===== src/rtl/brs_map.svh =====
// Purpose: Register offsets, field positions, reset values and limits of the brake sequencer.
// Assumes: 16-bit register words, word-indexed addresses on a 4-bit port.
// Notes: Definitions only.
`ifndef BRS_MAP_SVH
`define BRS_MAP_SVH

// Register indices
`define BRS_REG_CTRL 4'h0
`define BRS_REG_STATUS 4'h1
`define BRS_REG_IRQ_STAT 4'h2
`define BRS_REG_IRQ_MASK 4'h3
`define BRS_REG_REL_WAIT 4'h4
`define BRS_REG_ACC_WAIT 4'h5
`define BRS_REG_STOP_WAIT 4'h6
`define BRS_REG_CONF_WAIT 4'h7
`define BRS_REG_REL_FREQ 4'h8
`define BRS_REG_REL_CUR 4'h9
`define BRS_REG_APPLY_FREQ 4'hA
`define BRS_REG_FAULT_CODE 4'hB

// Control fields
`define BRS_CTRL_EN_LO 0
`define BRS_CTRL_EN_HI 1
`define BRS_CTRL_CONF_ASSIGNED 2
`define BRS_CTRL_LARGE_FRAME 3
`define BRS_CTRL_FAULT_CLEAR 4
`define BRS_EN_OFF 2'h0
`define BRS_EN_ON 2'h1

// Status fields (state occupies the low bits)
`define BRS_STAT_RELEASE 11
`define BRS_STAT_CONFIRM 12
`define BRS_STAT_ERROR 13

// Interrupt bits
`define BRS_IRQ_FAULT 0
`define BRS_IRQ_RELEASED 1
`define BRS_IRQ_ENGAGED 2
`define BRS_IRQ_W 3

// Reset values
`define BRS_RST_WORD 16'h0000
`define BRS_RST_CTRL 16'h0000

// Limits: times in 10 ms ticks, frequency in 0.01 Hz, current in 0.1 % of rated
`define BRS_TIME_MAX 9'h1F4
`define BRS_FREQ_MAX 16'h9C40
`define BRS_FREQ_FINE_TOP 16'h2710
`define BRS_FREQ_COARSE_STEP 16'h000A
`define BRS_CUR_MAX 16'h07D0
`define BRS_CUR_MAX_LARGE 16'h0708
`define BRS_FAULT_CODE 8'h24

// Tick timing
`define BRS_TICK_MS 10
`define BRS_CLK_KHZ 40000
`define BRS_TICK_CYCLES (`BRS_TICK_MS * `BRS_CLK_KHZ)
`define BRS_TICK_CNT_W 19

`endif


===== src/rtl/brs_pkg.sv =====
// Purpose: Types shared by the brake sequencer modules.
// Assumes: One-hot sequence states.
// Notes: Constants live in brs_map.svh.
package brs_pkg;
	typedef logic [15:0] brs_word_t;
	typedef logic [3:0] brs_addr_t;
	typedef logic [8:0] brs_time_t;
	typedef enum logic [10:0] {
		ST_IDLE = 11'h001,
		ST_ACC_REL = 11'h002,
		ST_REL_WAIT = 11'h004,
		ST_CONF_ON = 11'h008,
		ST_ACC_WAIT = 11'h010,
		ST_RUN = 11'h020,
		ST_DEC_APPLY = 11'h040,
		ST_CONF_OFF = 11'h080,
		ST_STOP_WAIT = 11'h100,
		ST_DEC_ZERO = 11'h200,
		ST_FAULT = 11'h400
	} brs_state_t;
endpackage : brs_pkg


===== src/rtl/brs_seq.sv =====
// Purpose: Brake release sequencer of a motor drive with register port and interrupt.
// Assumes: run_cmd, out_freq, out_current come from drive logic on core_clk.
// Notes: brake_confirm_in is a pin and is synchronised first.
// Overview of operation
// - Enable code 00 keeps the sequencer idle; code 01 runs the brake sequence.
// - Release wait 0.00-5.00 s: time for current to reach release level.
// - Acceleration wait 0.00-5.00 s: mechanical delay after release output.
// - Stopping wait 0.00-5.00 s: mechanical delay after release drops.
// - Confirmation wait 0.00-5.00 s, longer than the brake's confirm delay.
// - Release frequency 0.00-99.99 Hz in hundredths, 100.0-400.0 Hz in tenths.
// - Release current level up to 2.0x rated, 1.8x on large frames.
// - Apply frequency uses the same ranges as release frequency.
// - Current below level at release wait end trips with the brake fault.
// - Confirm not rising within confirm wait while accelerating trips.
// - Confirm not falling within confirm wait while decelerating trips.
// - Confirm dropping while release output is high trips.
// - On run, reach release frequency, wait release time, then release.
// - After confirm, or release if unassigned, wait accel time, then accelerate.
// - On run removal, decelerate to apply frequency, then drop release.
// - After confirm clears, or release drops, wait stop time, then go to 0 Hz.
//
// The address-and-strobe port and the register addresses are this design's own decisions.
`timescale 1ns/1ps
`include "brs_map.svh"
module brs_seq #(
	parameter int TICK_CYCLES = `BRS_TICK_CYCLES
) (
	input logic core_clk,
	input logic srst,
	input brs_pkg::brs_addr_t reg_addr,
	input brs_pkg::brs_word_t reg_wdata,
	input logic reg_wr,
	input logic reg_rd,
	output brs_pkg::brs_word_t reg_rdata,
	input logic run_cmd,
	input brs_pkg::brs_word_t out_freq,
	input brs_pkg::brs_word_t out_current,
	input logic brake_confirm_in,
	output logic brake_release_out,
	output logic brake_error_out,
	output logic freq_hold,
	output logic trip,
	output logic [7:0] brake_fault_code,
	output logic irq
);
	import brs_pkg::*;

	function automatic brs_time_t clamp_time(input brs_word_t v);
		clamp_time = (v > 16'(`BRS_TIME_MAX)) ? `BRS_TIME_MAX : v[8:0];
	endfunction : clamp_time

	// Above 100 Hz only tenths are kept, so the low hundredth is dropped
	function automatic brs_word_t quant_freq(input brs_word_t v);
		brs_word_t c;
		c = (v > `BRS_FREQ_MAX) ? `BRS_FREQ_MAX : v;
		quant_freq = (c >= `BRS_FREQ_FINE_TOP) ? c - (c % `BRS_FREQ_COARSE_STEP) : c;
	endfunction : quant_freq

	// Registers
	brs_word_t ctrl_q;
	brs_time_t release_wait_time_q, accel_wait_time_q, stop_wait_time_q, confirm_wait_time_q;
	brs_word_t release_frequency_q, release_current_level_q, apply_frequency_q;
	logic [`BRS_IRQ_W-1:0] irq_stat_q, irq_mask_q;
	brs_word_t rdata_q;
	brs_state_t state_q, state_d;
	logic release_q, release_d;
	logic error_q, hold_q;
	logic conf_meta_q, conf_sync_q;

	wire wr_ctrl = reg_wr & (reg_addr == `BRS_REG_CTRL);
	wire wr_irq_stat = reg_wr & (reg_addr == `BRS_REG_IRQ_STAT);
	wire [1:0] brake_seq_enable = ctrl_q[`BRS_CTRL_EN_HI:`BRS_CTRL_EN_LO];
	wire seq_on = (brake_seq_enable == `BRS_EN_ON);
	wire conf_assigned = ctrl_q[`BRS_CTRL_CONF_ASSIGNED];
	wire fault_clear = wr_ctrl & reg_wdata[`BRS_CTRL_FAULT_CLEAR];
	wire brs_word_t cur_max = ctrl_q[`BRS_CTRL_LARGE_FRAME] ? `BRS_CUR_MAX_LARGE : `BRS_CUR_MAX;
	wire brs_word_t cur_in = (reg_wdata > cur_max) ? cur_max : reg_wdata;

	// Register writes; fault_clear is a strobe and is not stored
	always_ff @(posedge core_clk) begin
		if (srst) begin
			ctrl_q <= `BRS_RST_CTRL;
			release_wait_time_q <= '0;
			accel_wait_time_q <= '0;
			stop_wait_time_q <= '0;
			confirm_wait_time_q <= '0;
			release_frequency_q <= `BRS_RST_WORD;
			release_current_level_q <= `BRS_RST_WORD;
			apply_frequency_q <= `BRS_RST_WORD;
			irq_mask_q <= '0;
		end else if (reg_wr) begin
			case (reg_addr)
				`BRS_REG_CTRL: ctrl_q <= reg_wdata & ~(16'h0001 << `BRS_CTRL_FAULT_CLEAR);
				`BRS_REG_IRQ_MASK: irq_mask_q <= reg_wdata[`BRS_IRQ_W-1:0];
				`BRS_REG_REL_WAIT: release_wait_time_q <= clamp_time(reg_wdata);
				`BRS_REG_ACC_WAIT: accel_wait_time_q <= clamp_time(reg_wdata);
				`BRS_REG_STOP_WAIT: stop_wait_time_q <= clamp_time(reg_wdata);
				`BRS_REG_CONF_WAIT: confirm_wait_time_q <= clamp_time(reg_wdata);
				`BRS_REG_REL_FREQ: release_frequency_q <= quant_freq(reg_wdata);
				`BRS_REG_REL_CUR: release_current_level_q <= cur_in;
				`BRS_REG_APPLY_FREQ: apply_frequency_q <= quant_freq(reg_wdata);
				default: ;
			endcase
		end
	end

	// Confirm pin synchroniser
	always_ff @(posedge core_clk) begin
		if (srst) begin
			conf_meta_q <= 1'b0;
			conf_sync_q <= 1'b0;
		end else begin
			conf_meta_q <= brake_confirm_in;
			conf_sync_q <= conf_meta_q;
		end
	end

	// Phase timer
	logic tick, tmr_exp;
	wire tmr_start = (state_d != state_q);
	brs_time_t tmr_limit;
	assign tmr_limit = (state_q == ST_REL_WAIT) ? release_wait_time_q :
		(state_q == ST_ACC_WAIT) ? accel_wait_time_q :
		(state_q == ST_STOP_WAIT) ? stop_wait_time_q : confirm_wait_time_q;

	brs_tick #(.TICK_CYCLES(TICK_CYCLES)) u_tick (
		.core_clk(core_clk),
		.srst(srst),
		.restart(tmr_start),
		.tick(tick)
	);

	brs_timer u_timer (
		.core_clk(core_clk),
		.srst(srst),
		.start(tmr_start),
		.tick(tick),
		.limit(tmr_limit),
		.expired(tmr_exp)
	);

	wire cur_ok = (out_current >= release_current_level_q);
	wire at_release_freq = (out_freq >= release_frequency_q);
	wire at_apply_freq = (out_freq <= apply_frequency_q);
	// Confirm only watched once it has been seen high
	wire conf_lost = conf_assigned & ~conf_sync_q & release_q &
		((state_q == ST_ACC_WAIT) | (state_q == ST_RUN) | (state_q == ST_DEC_APPLY));

	always_comb begin
		state_d = state_q;
		release_d = release_q;
		case (state_q)
			ST_IDLE: begin
				release_d = 1'b0;
				if (seq_on && run_cmd) state_d = ST_ACC_REL;
			end
			ST_ACC_REL: begin
				if (!run_cmd || !seq_on) state_d = ST_IDLE;
				else if (at_release_freq) state_d = ST_REL_WAIT;
			end
			ST_REL_WAIT: begin
				if (tmr_exp) begin
					if (cur_ok) begin
						release_d = 1'b1;
						state_d = conf_assigned ? ST_CONF_ON : ST_ACC_WAIT;
					end else begin
						state_d = ST_FAULT;
					end
				end
			end
			ST_CONF_ON: begin
				if (conf_sync_q) state_d = ST_ACC_WAIT;
				else if (tmr_exp) state_d = ST_FAULT;
			end
			ST_ACC_WAIT: begin
				if (conf_lost) state_d = ST_FAULT;
				else if (tmr_exp) state_d = ST_RUN;
			end
			ST_RUN: begin
				if (conf_lost) state_d = ST_FAULT;
				else if (!run_cmd) state_d = ST_DEC_APPLY;
			end
			ST_DEC_APPLY: begin
				if (conf_lost) begin
					state_d = ST_FAULT;
				end else if (at_apply_freq) begin
					release_d = 1'b0;
					state_d = conf_assigned ? ST_CONF_OFF : ST_STOP_WAIT;
				end
			end
			ST_CONF_OFF: begin
				if (!conf_sync_q) state_d = ST_STOP_WAIT;
				else if (tmr_exp) state_d = ST_FAULT;
			end
			ST_STOP_WAIT: begin
				if (tmr_exp) state_d = ST_DEC_ZERO;
			end
			ST_DEC_ZERO: begin
				if (out_freq == '0) state_d = ST_IDLE;
			end
			ST_FAULT: begin
				release_d = 1'b0;
				if (fault_clear && !run_cmd) state_d = ST_IDLE;
			end
			default: begin
				state_d = ST_IDLE;
				release_d = 1'b0;
			end
		endcase
		if (state_d == ST_FAULT) release_d = 1'b0;
	end

	// Drive holds frequency while the brake is in transition
	wire hold_d = (state_d == ST_REL_WAIT) | (state_d == ST_CONF_ON) |
		(state_d == ST_ACC_WAIT) | (state_d == ST_CONF_OFF) | (state_d == ST_STOP_WAIT) |
		((state_d == ST_ACC_REL) & at_release_freq) |
		((state_d == ST_DEC_APPLY) & at_apply_freq);

	always_ff @(posedge core_clk) begin
		if (srst) begin
			state_q <= ST_IDLE;
			release_q <= 1'b0;
			error_q <= 1'b0;
			hold_q <= 1'b0;
		end else begin
			state_q <= state_d;
			release_q <= release_d;
			error_q <= (state_d == ST_FAULT);
			hold_q <= hold_d;
		end
	end

	assign brake_release_out = release_q;
	assign brake_error_out = error_q;
	assign trip = error_q;
	assign brake_fault_code = error_q ? `BRS_FAULT_CODE : 8'h00;
	assign freq_hold = hold_q;

	// Interrupt status: set wins over a simultaneous write-one clear
	wire [`BRS_IRQ_W-1:0] irq_set = {release_q & ~release_d, ~release_q & release_d,
		~error_q & (state_d == ST_FAULT)};
	wire [`BRS_IRQ_W-1:0] irq_clr = wr_irq_stat ? reg_wdata[`BRS_IRQ_W-1:0] : '0;
	always_ff @(posedge core_clk) begin
		if (srst) begin
			irq_stat_q <= '0;
		end else begin
			irq_stat_q <= (irq_stat_q & ~irq_clr) | irq_set;
		end
	end
	assign irq = |(irq_stat_q & irq_mask_q);

	// Read path; unmapped addresses read zero
	wire brs_word_t status_w = {2'h0, error_q, conf_sync_q, release_q, state_q};
	wire brs_word_t rd_mux =
		(reg_addr == `BRS_REG_CTRL) ? ctrl_q :
		(reg_addr == `BRS_REG_STATUS) ? status_w :
		(reg_addr == `BRS_REG_IRQ_STAT) ? {13'h0000, irq_stat_q} :
		(reg_addr == `BRS_REG_IRQ_MASK) ? {13'h0000, irq_mask_q} :
		(reg_addr == `BRS_REG_REL_WAIT) ? {7'h00, release_wait_time_q} :
		(reg_addr == `BRS_REG_ACC_WAIT) ? {7'h00, accel_wait_time_q} :
		(reg_addr == `BRS_REG_STOP_WAIT) ? {7'h00, stop_wait_time_q} :
		(reg_addr == `BRS_REG_CONF_WAIT) ? {7'h00, confirm_wait_time_q} :
		(reg_addr == `BRS_REG_REL_FREQ) ? release_frequency_q :
		(reg_addr == `BRS_REG_REL_CUR) ? release_current_level_q :
		(reg_addr == `BRS_REG_APPLY_FREQ) ? apply_frequency_q :
		(reg_addr == `BRS_REG_FAULT_CODE) ? {8'h00, brake_fault_code} : 16'h0000;
	always_ff @(posedge core_clk) begin
		if (srst) begin
			rdata_q <= '0;
		end else begin
			rdata_q <= reg_rd ? rd_mux : 16'h0000;
		end
	end
	assign reg_rdata = rdata_q;
endmodule : brs_seq


===== src/rtl/brs_tick.sv =====
// Purpose: 10 ms tick generator, restartable at each phase entry.
// Assumes: Restart aligns the first tick a full period after it.
// Notes: Period is a parameter so simulation can shorten it.
`timescale 1ns/1ps
`include "brs_map.svh"
module brs_tick #(
	parameter int TICK_CYCLES = `BRS_TICK_CYCLES
) (
	input logic core_clk,
	input logic srst,
	input logic restart,
	output logic tick
);
	import brs_pkg::*;
	localparam logic [`BRS_TICK_CNT_W-1:0] LAST = `BRS_TICK_CNT_W'(TICK_CYCLES - 1);
	logic [`BRS_TICK_CNT_W-1:0] cnt_q;
	wire at_last = (cnt_q == LAST);
	assign tick = at_last & ~restart;
	always_ff @(posedge core_clk) begin
		if (srst || restart || at_last) begin
			cnt_q <= '0;
		end else begin
			cnt_q <= cnt_q + 1'b1;
		end
	end
endmodule : brs_tick


===== src/rtl/brs_timer.sv =====
// Purpose: Phase wait timer counting 10 ms ticks up to a limit.
// Assumes: start pulses in the cycle the phase is entered.
// Notes: A zero limit expires one cycle after entry.
`timescale 1ns/1ps
`include "brs_map.svh"
module brs_timer (
	input logic core_clk,
	input logic srst,
	input logic start,
	input logic tick,
	input brs_pkg::brs_time_t limit,
	output logic expired
);
	import brs_pkg::*;
	brs_time_t cnt_q;
	// Count only: start comes from the next-state logic, so masking with it would close a loop
	assign expired = (cnt_q >= limit);
	always_ff @(posedge core_clk) begin
		if (srst || start) begin
			cnt_q <= '0;
		end else if (tick && cnt_q < limit) begin
			cnt_q <= cnt_q + 1'b1;
		end
	end
endmodule : brs_timer


===== config.mk =====
export PLATFORM = sky130hd
export DESIGN_NAME = brs_seq
export DESIGN_NICKNAME = d
export VERILOG_FILES = /design/src/rtl/brs_pkg.sv /design/src/rtl/brs_seq.sv /design/src/rtl/brs_tick.sv /design/src/rtl/brs_timer.sv
export VERILOG_INCLUDE_DIRS = /design/src /design/src/rtl
export SDC_FILE = /design/constraint.sdc
export NUM_CORES = 1
export LEC_CHECK = 0
export ABC_AREA = 1
export BUFFER_PORTS_ARGS = -buffer_cell sky130_fd_sc_hd__buf_4
export CAP_MARGIN = 25
export CELL_PAD_IN_SITES_DETAIL_PLACEMENT = 1
export CELL_PAD_IN_SITES_GLOBAL_PLACEMENT = 2
export CORE_MARGIN = 3
export CORE_UTILIZATION = 38
export CTS_BUF_LIST = sky130_fd_sc_hd__clkbuf_8
export DETAILED_ROUTE_END_ITERATION = 7
export HOLD_SLACK_MARGIN = 0.05
export PLACE_DENSITY_LB_ADDON = 0.1
export SLEW_MARGIN = 20
export SYNTH_ARGS = -nofsm -noshare
export SYNTH_HDL_FRONTEND = slang
export SYNTH_SLANG_ARGS = --single-unit

===== constraint.sdc =====
create_clock -name core_clk -period 19.5 [get_ports core_clk]
set_input_delay 0 -clock core_clk [delete_from_list [all_inputs] [get_ports core_clk]]
set_output_delay 0 -clock core_clk [all_outputs]
set_load 0.02 [all_outputs]

==> results.tsv, run 1 <==
stage	metric	value	unit
status	run status	complete, no violations	
synth	synthesis-stage register bit count	165	
synth	yosys warns	0	
drt	Routed Antenna Nets	0	
setup_path	CP Class	in2reg	
drt	DR WL met2	19.4	mm
die	Initial Utilization	39.0	%
place	Final GP Congestion	0.916	
sta	unrepaired setup endpoints after global routing	false	
drt	WL/cell	18.7	um
cts	root buffer cell	clkbuf_8	
sta	Slew Limit Fails	0	
grt	number of global-route vias before repair	11500	
setup_path	Req. time, crit path	19.84	ns
grt	largest net degree at the start of global routing	66	
cts	TritonCTS Buffers	17	
setup_path	max incr delay on CP	0.56	ns
pwr	P per Cell Area	111	mW/mm2
place	post-DP HPWL	31.7	mm
die	area of the die	0.0309	mm2
setup_path	CP Capture Type	flip-flop	
synth	top post-synthesis cells by area	dfxtp_1 30%, inv_1 9.4%, nand2_1 9.3%	
die	core box area	0.0281	mm2
pwr	VDD IR-drop max	0.161	mV
drt	Vias/cell	5.35	
setup_path	kind of cell adding the most delay to the critical path	simple AND/OR/NAND/NOR gates	
cts	CTS sink count	165	
drt	met3 routed wirelength	1.64	mm
synth	top cell type by total area after synthesis	dfxtp_1	
drt	Post-Route WL	40.1	mm
die	Site Rows	61	
final_layout	fill cell total of the finished layout	3756	
synth	post-synth cell types	50	
synth	Most used DFF post-synth	dfxtp_1	
grt	first-pass GRT wire length	62.5	mm
sta	final count of hold timing violations	0	
die	Die Y	176	um
cts	H-tree levels	4	
cts	Max Root-Sink Buffers	2	
hold_path	Worst Hold Class	in2reg	
sta	setup TNS	0	ns
drt	Max Used Layer	met4	
synth	Seq/Total Area, Yosys	30.2	%
sta	minimum clock period	8.04	ns
sta	final worst slack	11.46	ns
grt	grt total ovfl	0	
drt	1st-iter DRT viols	649	
final_layout	share of layout cells above drive strength 1	10.9	%
drt	Met1 Wirelength	18.1	mm
cts	TritonCTS clock tree	done	
cts	post-cts resize count	0	
place	count of input and output buffers	80	
die	Die W	176	um
synth	synthesized cell area	0.0109	mm2
final_layout	area delta synth->final	14.9	%
grt	Global Route Usage Sum	25.6	%
sta	clk_skew	0.0155	ns
setup_path	Critical-path top delay cell	dlygate4sd3_1	
pwr	leakage power	0.00566	uW
setup_path	crit start category	primary input	
synth	Post-synth top cells	275 x inv_1, 272 x nand2_1, 165 x dfxtp_1	
hold_path	hold path startpoint	reg_addr[1]	
sta	Final setup viols	0	
sta	worst slew pin tran	0.996	ns
synth	syn_area_per_cell	6.62	um2
synth	Synth top area share	30.2	%
synth	count leader, synth	inv_1	
synth	Cells after Synth	1654	
synth	count of flip-flops with a built-in enable after synthesis	0	
final_layout	multi-input logic area	0.00637	mm2
final_layout	Reg area	0.00330	mm2
setup_path	CP Max Fanout	11	
drt	DR pass1 iterations	8	
sta	Tcrit/Tclk final	41.2	%
drt	Remaining DRCs	0	
setup_path	Bufs and invs on worst path	8	
setup_path	FF-to-FF Start	state_q[3]$_SDFF_PP0_	
cts	post-CTS setup buffers	0	
setup_path	most used cell, CP	nand2_1	
setup_path	CP startpoint	reg_wdata[1]	
grt	antenna violations before repair	0	
die	# IOs	87	
drt	Via Count	11500	
sta	max_slew headroom	33.4	%
final_layout	nets	1887	
final_layout	diode count	0	
sta	fmax	124	MHz
setup_path	CP Data Arrival Time	8.38	ns
cts	clk_lat worst skew	0.47	ns
place	Place WS	11.72	ns
job	maxcap violations	0	
cts	Worst-path clk slew	0.10	ns
synth	async set-reset flop share out of synthesis	0	%
cell usage in the layout, fill, tap and decap left out, types with 17 or more instances in the layout:
| cell type | instances |
|---|---|
| a21oi_1 | 161 |
| buf_4 | 93 |
| clkbuf_8 | 18 |
| conb_1 | 17 |
| dfxtp_1 | 165 |
| dlygate4sd3_1 | 21 |
| ha_1 | 78 |
| inv_1 | 275 |
| inv_2 | 17 |
| nand2_1 | 272 |
| nand2_2 | 28 |
| nand3_1 | 81 |
| nand4_1 | 20 |
| nor2_1 | 132 |
| nor3_1 | 32 |
| o211ai_1 | 19 |
| o21ai_0 | 160 |
| o22ai_1 | 19 |
metrics by stage:
| stage | hold WS, ns | area (um2) | std cells | utilization, % | power, uW |
|---|---|---|---|---|---|
| finish | 0.108 | 12600 | 2142 | 44.8 | 1390 |
| global route | 0.124 | 12600 | 2142 | 44.8 | 1510 |
| CTS | 0.0735 | 12600 | 2141 | 44.7 | 1400 |
| detailed placement | 0.218 | 11900 | 2088 | 42.5 | 1130 |
| global placement | 0.214 | 11900 | 2088 | 42.5 | 1100 |
| floorplan | 0.107 | 11000 | 1669 | - | 925 |
registers in the layout (all words and copies together), names as in the netlist:
| signal | cells |
|---|---|
| release_frequency_q | 16 |
| irq_mask_q | 3 |
| u_tick.cnt_q | 19 |
| brake_error_out | 1 |
| confirm_wait_time_q | 9 |
| freq_hold | 1 |
| conf_meta_q | 1 |
| ctrl_q | 15 |
| release_wait_time_q | 9 |
| release_current_level_q | 16 |
| conf_sync_q | 1 |
| state_q | 11 |
| brake_release_out | 1 |
| reg_rdata | 16 |
| stop_wait_time_q | 9 |
| apply_frequency_q | 16 |
| irq_stat_q | 3 |
| u_timer.cnt_q | 9 |
| accel_wait_time_q | 9 |
kinds of logic (layout without fill, tap and decap cells):
kind of cell | count (synthesis) | after routing | synth area share (%)
AOI/OAI and AO/OA | 441 | 441 | 22.8
other | 2 | 17 | 0.0686
and+or+nand+nor | 612 | 612 | 25.0
xor gates and xnor gates | 11 | 11 | 0.880
buffers and inverters | 345 | 440 | 12.2
adders and majority gates | 78 | 78 | 8.92
DFF | 165 | 165 | 30.2
final cells by class:
cell class                 instances  share of cell area, %
timing repair buffer             114                   7.22
inverter                         294                   8.78
clock buffer                      18                   1.97
tap                              378                   3.76
clock inverter                    14                   1.30
multi-input combinational       1159                   50.7
sequential                       165                   26.3
per-layer routing:
| metal | track usage [%] | vias to the layer above |
|---|---|---|
| met5 | 0 | - |
| met4 | 7.23 | 0 |
| met3 | 2.92 | 50 |
| met2 | 45.4 | 228 |
| met1 | 32.8 | 5487 |
| li1 | - | 5687 |
worst min-delay path: cells and delay by family:
kind            cells  cell delay [ns]
compound gates      1             0.08
buf+inv             1             0.14
simple gates        3             0.31
where the power goes:
group          total (uW)  internal [uW]  leakage (uW)  switching, uW
clock                 270            121      0.000208            150
combinational         772            268       0.00412            504
sequential            347            343       0.00133           4.05
what timing repair did:
item	4_1_cts	5_1_grt
endpoints found under the hold margin	59	0
hold buffers	21	0
endpoints found under the setup margin	0	0
final timing paths:
kind                            slack [ns]  depth (start not counted)                            endpoint
worst max-delay path                 11.46                         69  apply_frequency_q[14]$_SDFFE_PP0P_
worst min-delay path                  0.11                          5          irq_mask_q[0]$_SDFFE_PP0P_
worst max register to register       12.78                         33         u_tick.cnt_q[14]$_SDFF_PP0_
worst min register to register        0.42                          2              conf_sync_q$_SDFF_PP0_
Power figures use the tool's default switching activity.
==> run 2: changes to the inputs <==
CORE_UTILIZATION = 31   (was 38)
clock period = 6.7 ns   (was 19.5 ns; I/O delays follow)
==> results.tsv, run 2 (synthesis gave the netlist of run 1 again) <==
stage	metric	value	unit
final_layout	final instance area	0.0140	mm2
drt	Post-Route WL	42.9	mm
setup_path	kind of cell adding the most delay to the critical path	simple AND/OR/NAND/NOR gates	
final_layout	Largest Register	u_tick.cnt_q	
final_layout	number of flip-flops in the largest register	19	
setup_path	FF-to-FF Start	state_q[3]$_SDFF_PP0_	
hold_path	hold path cells	5	
sta	max_slew headroom	30.0	%
final_layout	area delta synth->final	28.0	%
setup_path	CP Data Arrival Time	7.03	ns
cts	TritonCTS clock tree	done	
final_layout	fill cell total of the finished layout	4418	
drt	1st-iter DRT viols	491	
pwr	leakage power	0.00630	uW
die	Die Y	194	um
grt	first-pass GRT wire length	65.8	mm
sta	worst slew pin tran	1.05	ns
sta	fmax	150	MHz
setup_path	Req. time, crit path	7.08	ns
setup_path	R2R depth	40	
sta	minimum clock period	6.66	ns
cts	H-tree levels	4	
place	post-DP HPWL	33.3	mm
setup_path	reg-to-reg endpoint	u_timer.cnt_q[8]$_SDFFE_PP0P_	
place	Final GP Congestion	0.868	
drt	Remaining DRCs	0	
pwr	VDD IR-drop max	0.678	mV
hold_path	Worst Hold Class	in2reg	
drt	Via Count	11800	
drt	DR pass1 iterations	5	
setup_path	max incr delay on CP	0.27	ns
hold_path	Hold Path End	release_frequency_q[15]$_SDFFE_PP0P_	
final_layout	share of layout cells above drive strength 1	20.1	%
grt	antenna violations before repair	0	
die	Initial Utilization	31.5	%
sta	unrepaired setup endpoints after global routing	true	
die	area of the die	0.0376	mm2
sta	final hold slack	0.0762	ns
cts	clk_lat worst skew	0.48	ns
sta	clk_skew	0.0104	ns
die	# IOs	87	
hold_path	hold path startpoint	reg_wdata[15]	
status	run status	complete, no violations	
drt	Routed Antenna Nets	0	
setup_path	CP Class	in2reg	
cts	TritonCTS Buffers	17	
setup_path	Critical-path top delay cell	o211ai_1	
final_layout	nets	1980	
sta	final count of hold timing violations	0	
setup_path	reg-to-reg slack, setup	0.61	ns
drt	WL/cell	18.5	um
place	Placement Cell Area	0.0126	mm2
cts	root buffer cell	clkbuf_8	
grt	number of global-route vias before repair	11700	
cts	Worst-path clk slew	0.09	ns
grt	largest net degree at the start of global routing	65	
die	Site Rows	68	
setup_path	crit start category	primary input	
final_layout	most frequent cells in the layout	271 x inv_1, 227 x nand2_1, 177 x buf_4, 165 x dfxtp_1, 152 x a21oi_1	
drt	Vias/cell	5.09	
setup_path	most used cell, CP	nand2_4	
final_layout	most common cell after layout, fill and taps aside	inv_1	
job	maxcap violations	0	
grt	Global Route Usage Sum	21.9	%
sta	Tcrit/Tclk final	99.3	%
die	core box area	0.0347	mm2
setup_path	CP Capture Type	flip-flop	
die	Die W	194	um
final_layout	diode count	0	
pwr	P per Cell Area	380	mW/mm2
sta	Slew Limit Fails	0	
cts	Max Root-Sink Buffers	2	
cts	CTS sink count	165	
setup_path	CP Max Fanout	5	
setup_path	Bufs and invs on worst path	8	
place	count of input and output buffers	80	
sta	Final setup viols	0	
grt	grt total ovfl	0	
==> run 2: cell count changes in the layout (fill, tap and decap cells not counted), moves of 11 or more <==
cell and delta:
nand2_4 +35, nand3_2 +11, buf_4 +84, o21ai_0 -14
nand3_1 -17, nand2_1 -45
==> run 2: layout make-up <==
type | instances | area (um2) | share of cell area (%)
timing repair buffer | 207 | 1640 | 11.7
sequential | 165 | 3300 | 23.6
clock buffer | 20 | 275 | 1.96
tap | 455 | 569 | 4.06
multi-input combinational | 1159 | 6990 | 49.9
clock inverter | 12 | 128 | 0.911
inverter | 294 | 1100 | 7.88
==> run 2: worst max-delay path by stage <==
stage	from	end	slack, ns	depth (start not counted)
final	reg_wdata[1]	release_frequency_q[13]$_SDFFE_PP0P_	0.04	68
after floorplan	reg_wdata[0]	apply_frequency_q[13]$_SDFFE_PP0P_	0.48	72
after CTS	reg_wdata[2]	release_frequency_q[13]$_SDFFE_PP0P_	0.007	76
after detailed placement	reg_wdata[2]	apply_frequency_q[13]$_SDFFE_PP0P_	-0.72	72
after global routing	reg_wdata[1]	release_frequency_q[14]$_SDFFE_PP0P_	-0.54	74
after global placement	reg_wdata[2]	apply_frequency_q[13]$_SDFFE_PP0P_	-0.33	72
==> run 2: power breakdown <==
group,internal [uW],total [uW],switching (uW)
Sequential,999,1010,11.5
Combinational,1650,3550,1900
Clock,360,762,403
==> run 2: metrics by stage <==
step                      setup slack [ns]  cells  total power, uW  TNS [ns]  utilization [%]
final                               0.0443   2312             5320         0             40.4
after global routing                -0.543   2312             5780     -6.34             40.4
after CTS                          0.00694   2299             4460         0             38.5
after floorplan                      0.480   1669             2690         0                -
after detailed placement            -0.716   2237             3560     -7.23             36.2
after global placement              -0.330   2237             3500     -2.71             36.2
==> run 2: worst min-delay path: stages <==
cell and delay, ns:
buf_4 0.11, buf_4 0.11, nor2_1 0.04, o21ai_2 0.19, a21oi_2 0.05
==> run 2: per-layer routing <==
metal,global-route usage (%),share of wire (%),vias up,wire (um)
li1,-,-,5883,-
met1,28.4,45,5627,19400
met2,38.0,49,202,20800
met3,3.01,3.6,53,1530
met4,6.57,2.6,0,1100
met5,0,0,-,0
==> run 2: timing repair <==
action	in CTS	in global routing
hold buffers	24	0
endpoints found under the hold margin	45	0
setup endpoints to repair	8	20
buffers inserted	6	12
pin swaps	15	78
resized for setup	26	139
==> run 3: changes to the inputs <==
ABC_AREA = not set   (was 1)
CORE_UTILIZATION = 33   (was 31)
==> results.tsv, run 3 <==
stage	metric	value	unit
synth	top post-synthesis cells by area	dfxtp_1 28%, ha_1 8.3%, nor2_1 6.5%	
setup_path	reg-to-reg slack, setup	0.92	ns
drt	Post-Route WL	45.4	mm
die	Die Y	194	um
sta	clk_skew	0.0130	ns
pwr	Comb power frac	35.9	%
grt	grt total ovfl	0	
drt	1st-iter DRT viols	566	
place	count of input and output buffers	80	
drt	DR pass1 iterations	6	
setup_path	CP Class	in2reg	
status	run status	complete, no violations	
drt	Via Count	12200	
sta	Final setup viols	0	
place	Final GP Congestion	0.880	
synth	syn_area_per_cell	7.55	um2
sta	unrepaired setup endpoints after global routing	false	
pwr	switching portion of total power	35.9	%
cts	CTS sink count	165	
sta	worst slew pin tran	0.965	ns
pwr	Int Power	1730	uW
synth	synthesized cell area	0.0117	mm2
cts	Worst-path clk slew	0.10	ns
drt	Vias/cell	5.52	
grt	met1 global-route usage	30.0	%
die	# IOs	87	
die	area of the die	0.0378	mm2
die	Die W	194	um
synth	top cell type by total area after synthesis	dfxtp_1	
sta	minimum clock period	6.28	ns
final_layout	number of flip-flops in the largest register	19	
final_layout	diode count	0	
cts	root buffer cell	clkbuf_8	
setup_path	Critical-path top delay cell	or4b_4	
final_layout	most common cell after layout, fill and taps aside	buf_4	
drt	Remaining DRCs	0	
sta	Tcrit/Tclk final	93.7	%
sta	final count of hold timing violations	0	
synth	Seq/Total Area, Yosys	28.2	%
grt	largest net degree at the start of global routing	67	
pwr	VDD IR-drop max	0.100	mV
grt	first-pass GRT wire length	71.2	mm
sta	final hold slack	0.0821	ns
pwr	power share of the clock group	27.0	%
grt	antenna violations before repair	0	
die	Site Rows	68	
drt	WL/cell	20.5	um
setup_path	crit start category	primary input	
die	core box area	0.0347	mm2
cts	H-tree levels	4	
synth	Synth top area share	28.2	%
setup_path	CP Data Arrival Time	6.68	ns
synth	yosys warns	0	
cts	TritonCTS clock tree	done	
pwr	P per Cell Area	185	mW/mm2
synth	synthesis-stage register bit count	165	
pwr	leakage power	0.00569	uW
synth	Post-synth top cells	204 x nor2_1, 168 x nand2_1, 165 x dfxtp_1	
die	Initial Utilization	33.7	%
setup_path	CP Max Fanout	8	
grt	number of global-route vias before repair	12500	
setup_path	max incr delay on CP	0.54	ns
synth	async set-reset flop share out of synthesis	0	%
cts	Max Root-Sink Buffers	2	
sta	Slew Limit Fails	0	
final_layout	Largest Register	u_tick.cnt_q	
final_layout	fill cell total of the finished layout	4309	
sta	max_slew headroom	35.4	%
final_layout	nets	1879	
grt	Global Route Usage Sum	23.5	%
synth	count leader, synth	nor2_1	
setup_path	Req. time, crit path	7.10	ns
job	maxcap violations	0	
place	Inst Count DP	2162	
pwr	Sequential Power Share	37.2	%
cts	clk_lat worst skew	0.49	ns
drt	Routed Antenna Nets	0	
cts	TritonCTS Buffers	17	
synth	Most used DFF post-synth	dfxtp_1	
final_layout	final instance count without filler cells	2211	
synth	post-synth cell types	96	
hold_path	Worst Hold Class	in2reg	
pwr	Psw	970	uW
place	post-DP HPWL	34.6	mm
grt	GR Util met2	42.1	%
sta	fmax	159	MHz
setup_path	CP Capture Type	flip-flop	
final_layout	area delta synth->final	24.5	%
grt	met3 usage	2.32	%
final_layout	share of layout cells above drive strength 1	20.2	%
synth	count of flip-flops with a built-in enable after synthesis	0	
final_layout	most frequent cells in the layout	238 x buf_4, 204 x nor2_1, 168 x nand2_1, 165 x dfxtp_1, 94 x a21oi_1	
synth	Cells after Synth	1551	
grt	grt peak-use layer	met2	
run 3: cell types whose count changed after synthesis, sizes merged, moves of 64 or more:
cell,change
a211oi,+77
a21oi,-64
inv,-213
nand2,-133
nor2,+71
o21ai,-79
run 3: timing repair:
item | 4_1_cts | 5_1_grt
buffers inserted | 0 | 1
pin swaps | 4 | 11
gates resized for setup | 19 | 50
endpoints found under the hold margin | 31 | 0
hold buffers | 16 | 0
endpoints found under the setup margin | 5 | 16
run 3: worst paths after layout:
kind / depth (start not counted) / startpoint / to
setup / recovery: 32 / reg_wdata[3] / release_frequency_q[13]$_SDFFE_PP0P_
hold / removal: 4 / reg_wr / irq_mask_q[1]$_SDFFE_PP0P_
setup reg to reg: 25 / state_q[3]$_SDFF_PP0_ / u_timer.cnt_q[8]$_SDFFE_PP0P_
hold reg to reg: 1 / conf_meta_q$_SDFF_PP0_ / conf_sync_q$_SDFF_PP0_
run 3: metal layers:
| metal | vias to the layer above | share of wire (%) |
|---|---|---|
| met5 | - | 0 |
| met4 | 0 | 2.4 |
| met3 | 56 | 2.5 |
| met2 | 184 | 49 |
| met1 | 6003 | 46 |
| li1 | 5963 | - |
run 3: power by group through the flow:
| stage | sequential [uW] | combinational [uW] | clock [uW] |
|---|---|---|---|
| 6_report | 1000 | 968 | 728 |
| 3_3_place_gp | 1030 | 850 | 0 |
| 4_1_cts | 1000 | 906 | 747 |
| 3_5_place_dp | 1030 | 869 | 0 |
| 5_1_grt | 1010 | 1060 | 783 |
| 2_1_floorplan | 1020 | 514 | 0 |
run 3: logic make-up after synthesis:
group | after synthesis | synth area share, %
muxes | 50 | 4.71
AOI/OAI and AO/OA | 437 | 25.7
other | 2 | 0.0642
buffers and inverters | 178 | 6.18
DFF | 165 | 28.2
and+or+nand+nor | 606 | 24.1
adders and majority gates | 80 | 8.53
xor gates and xnor gates | 33 | 2.47
run 3: layout make-up:
type / count / area (um2) / share of cell area (%)
tap: 455 / 569 / 3.91
inverter: 81 / 304 / 2.09
sequential: 165 / 3300 / 22.7
multi-input combinational: 1223 / 8050 / 55.2
clock buffer: 17 / 234 / 1.61
timing repair buffer: 255 / 1970 / 13.5
clock inverter: 15 / 146 / 1.00
run 3: per-stage QoR:
stage          power (uW)  util [%]  area, um2  setup TNS (ns)  setup WS (ns)
2_1_floorplan        1540         -      11800               0         0.0752
3_3_place_gp         1880      39.6      13700           -3.69         -0.577
3_5_place_dp         1900      39.6      13700           -6.68         -0.822
4_1_cts              2660      41.4      14400               0         0.0165
5_1_grt              2850      42.0      14600               0        0.00156
6_report             2700      42.0      14600               0          0.425
run 3: worst max-delay path: cells and delay by family:
kind,cells,cell delay (ns)
fa+ha+maj,1,0.32
buf+inv,2,0.24
xor+xnor,1,0.15
compound gates,21,4.32
simple gates,6,1.43
mux,1,0.25
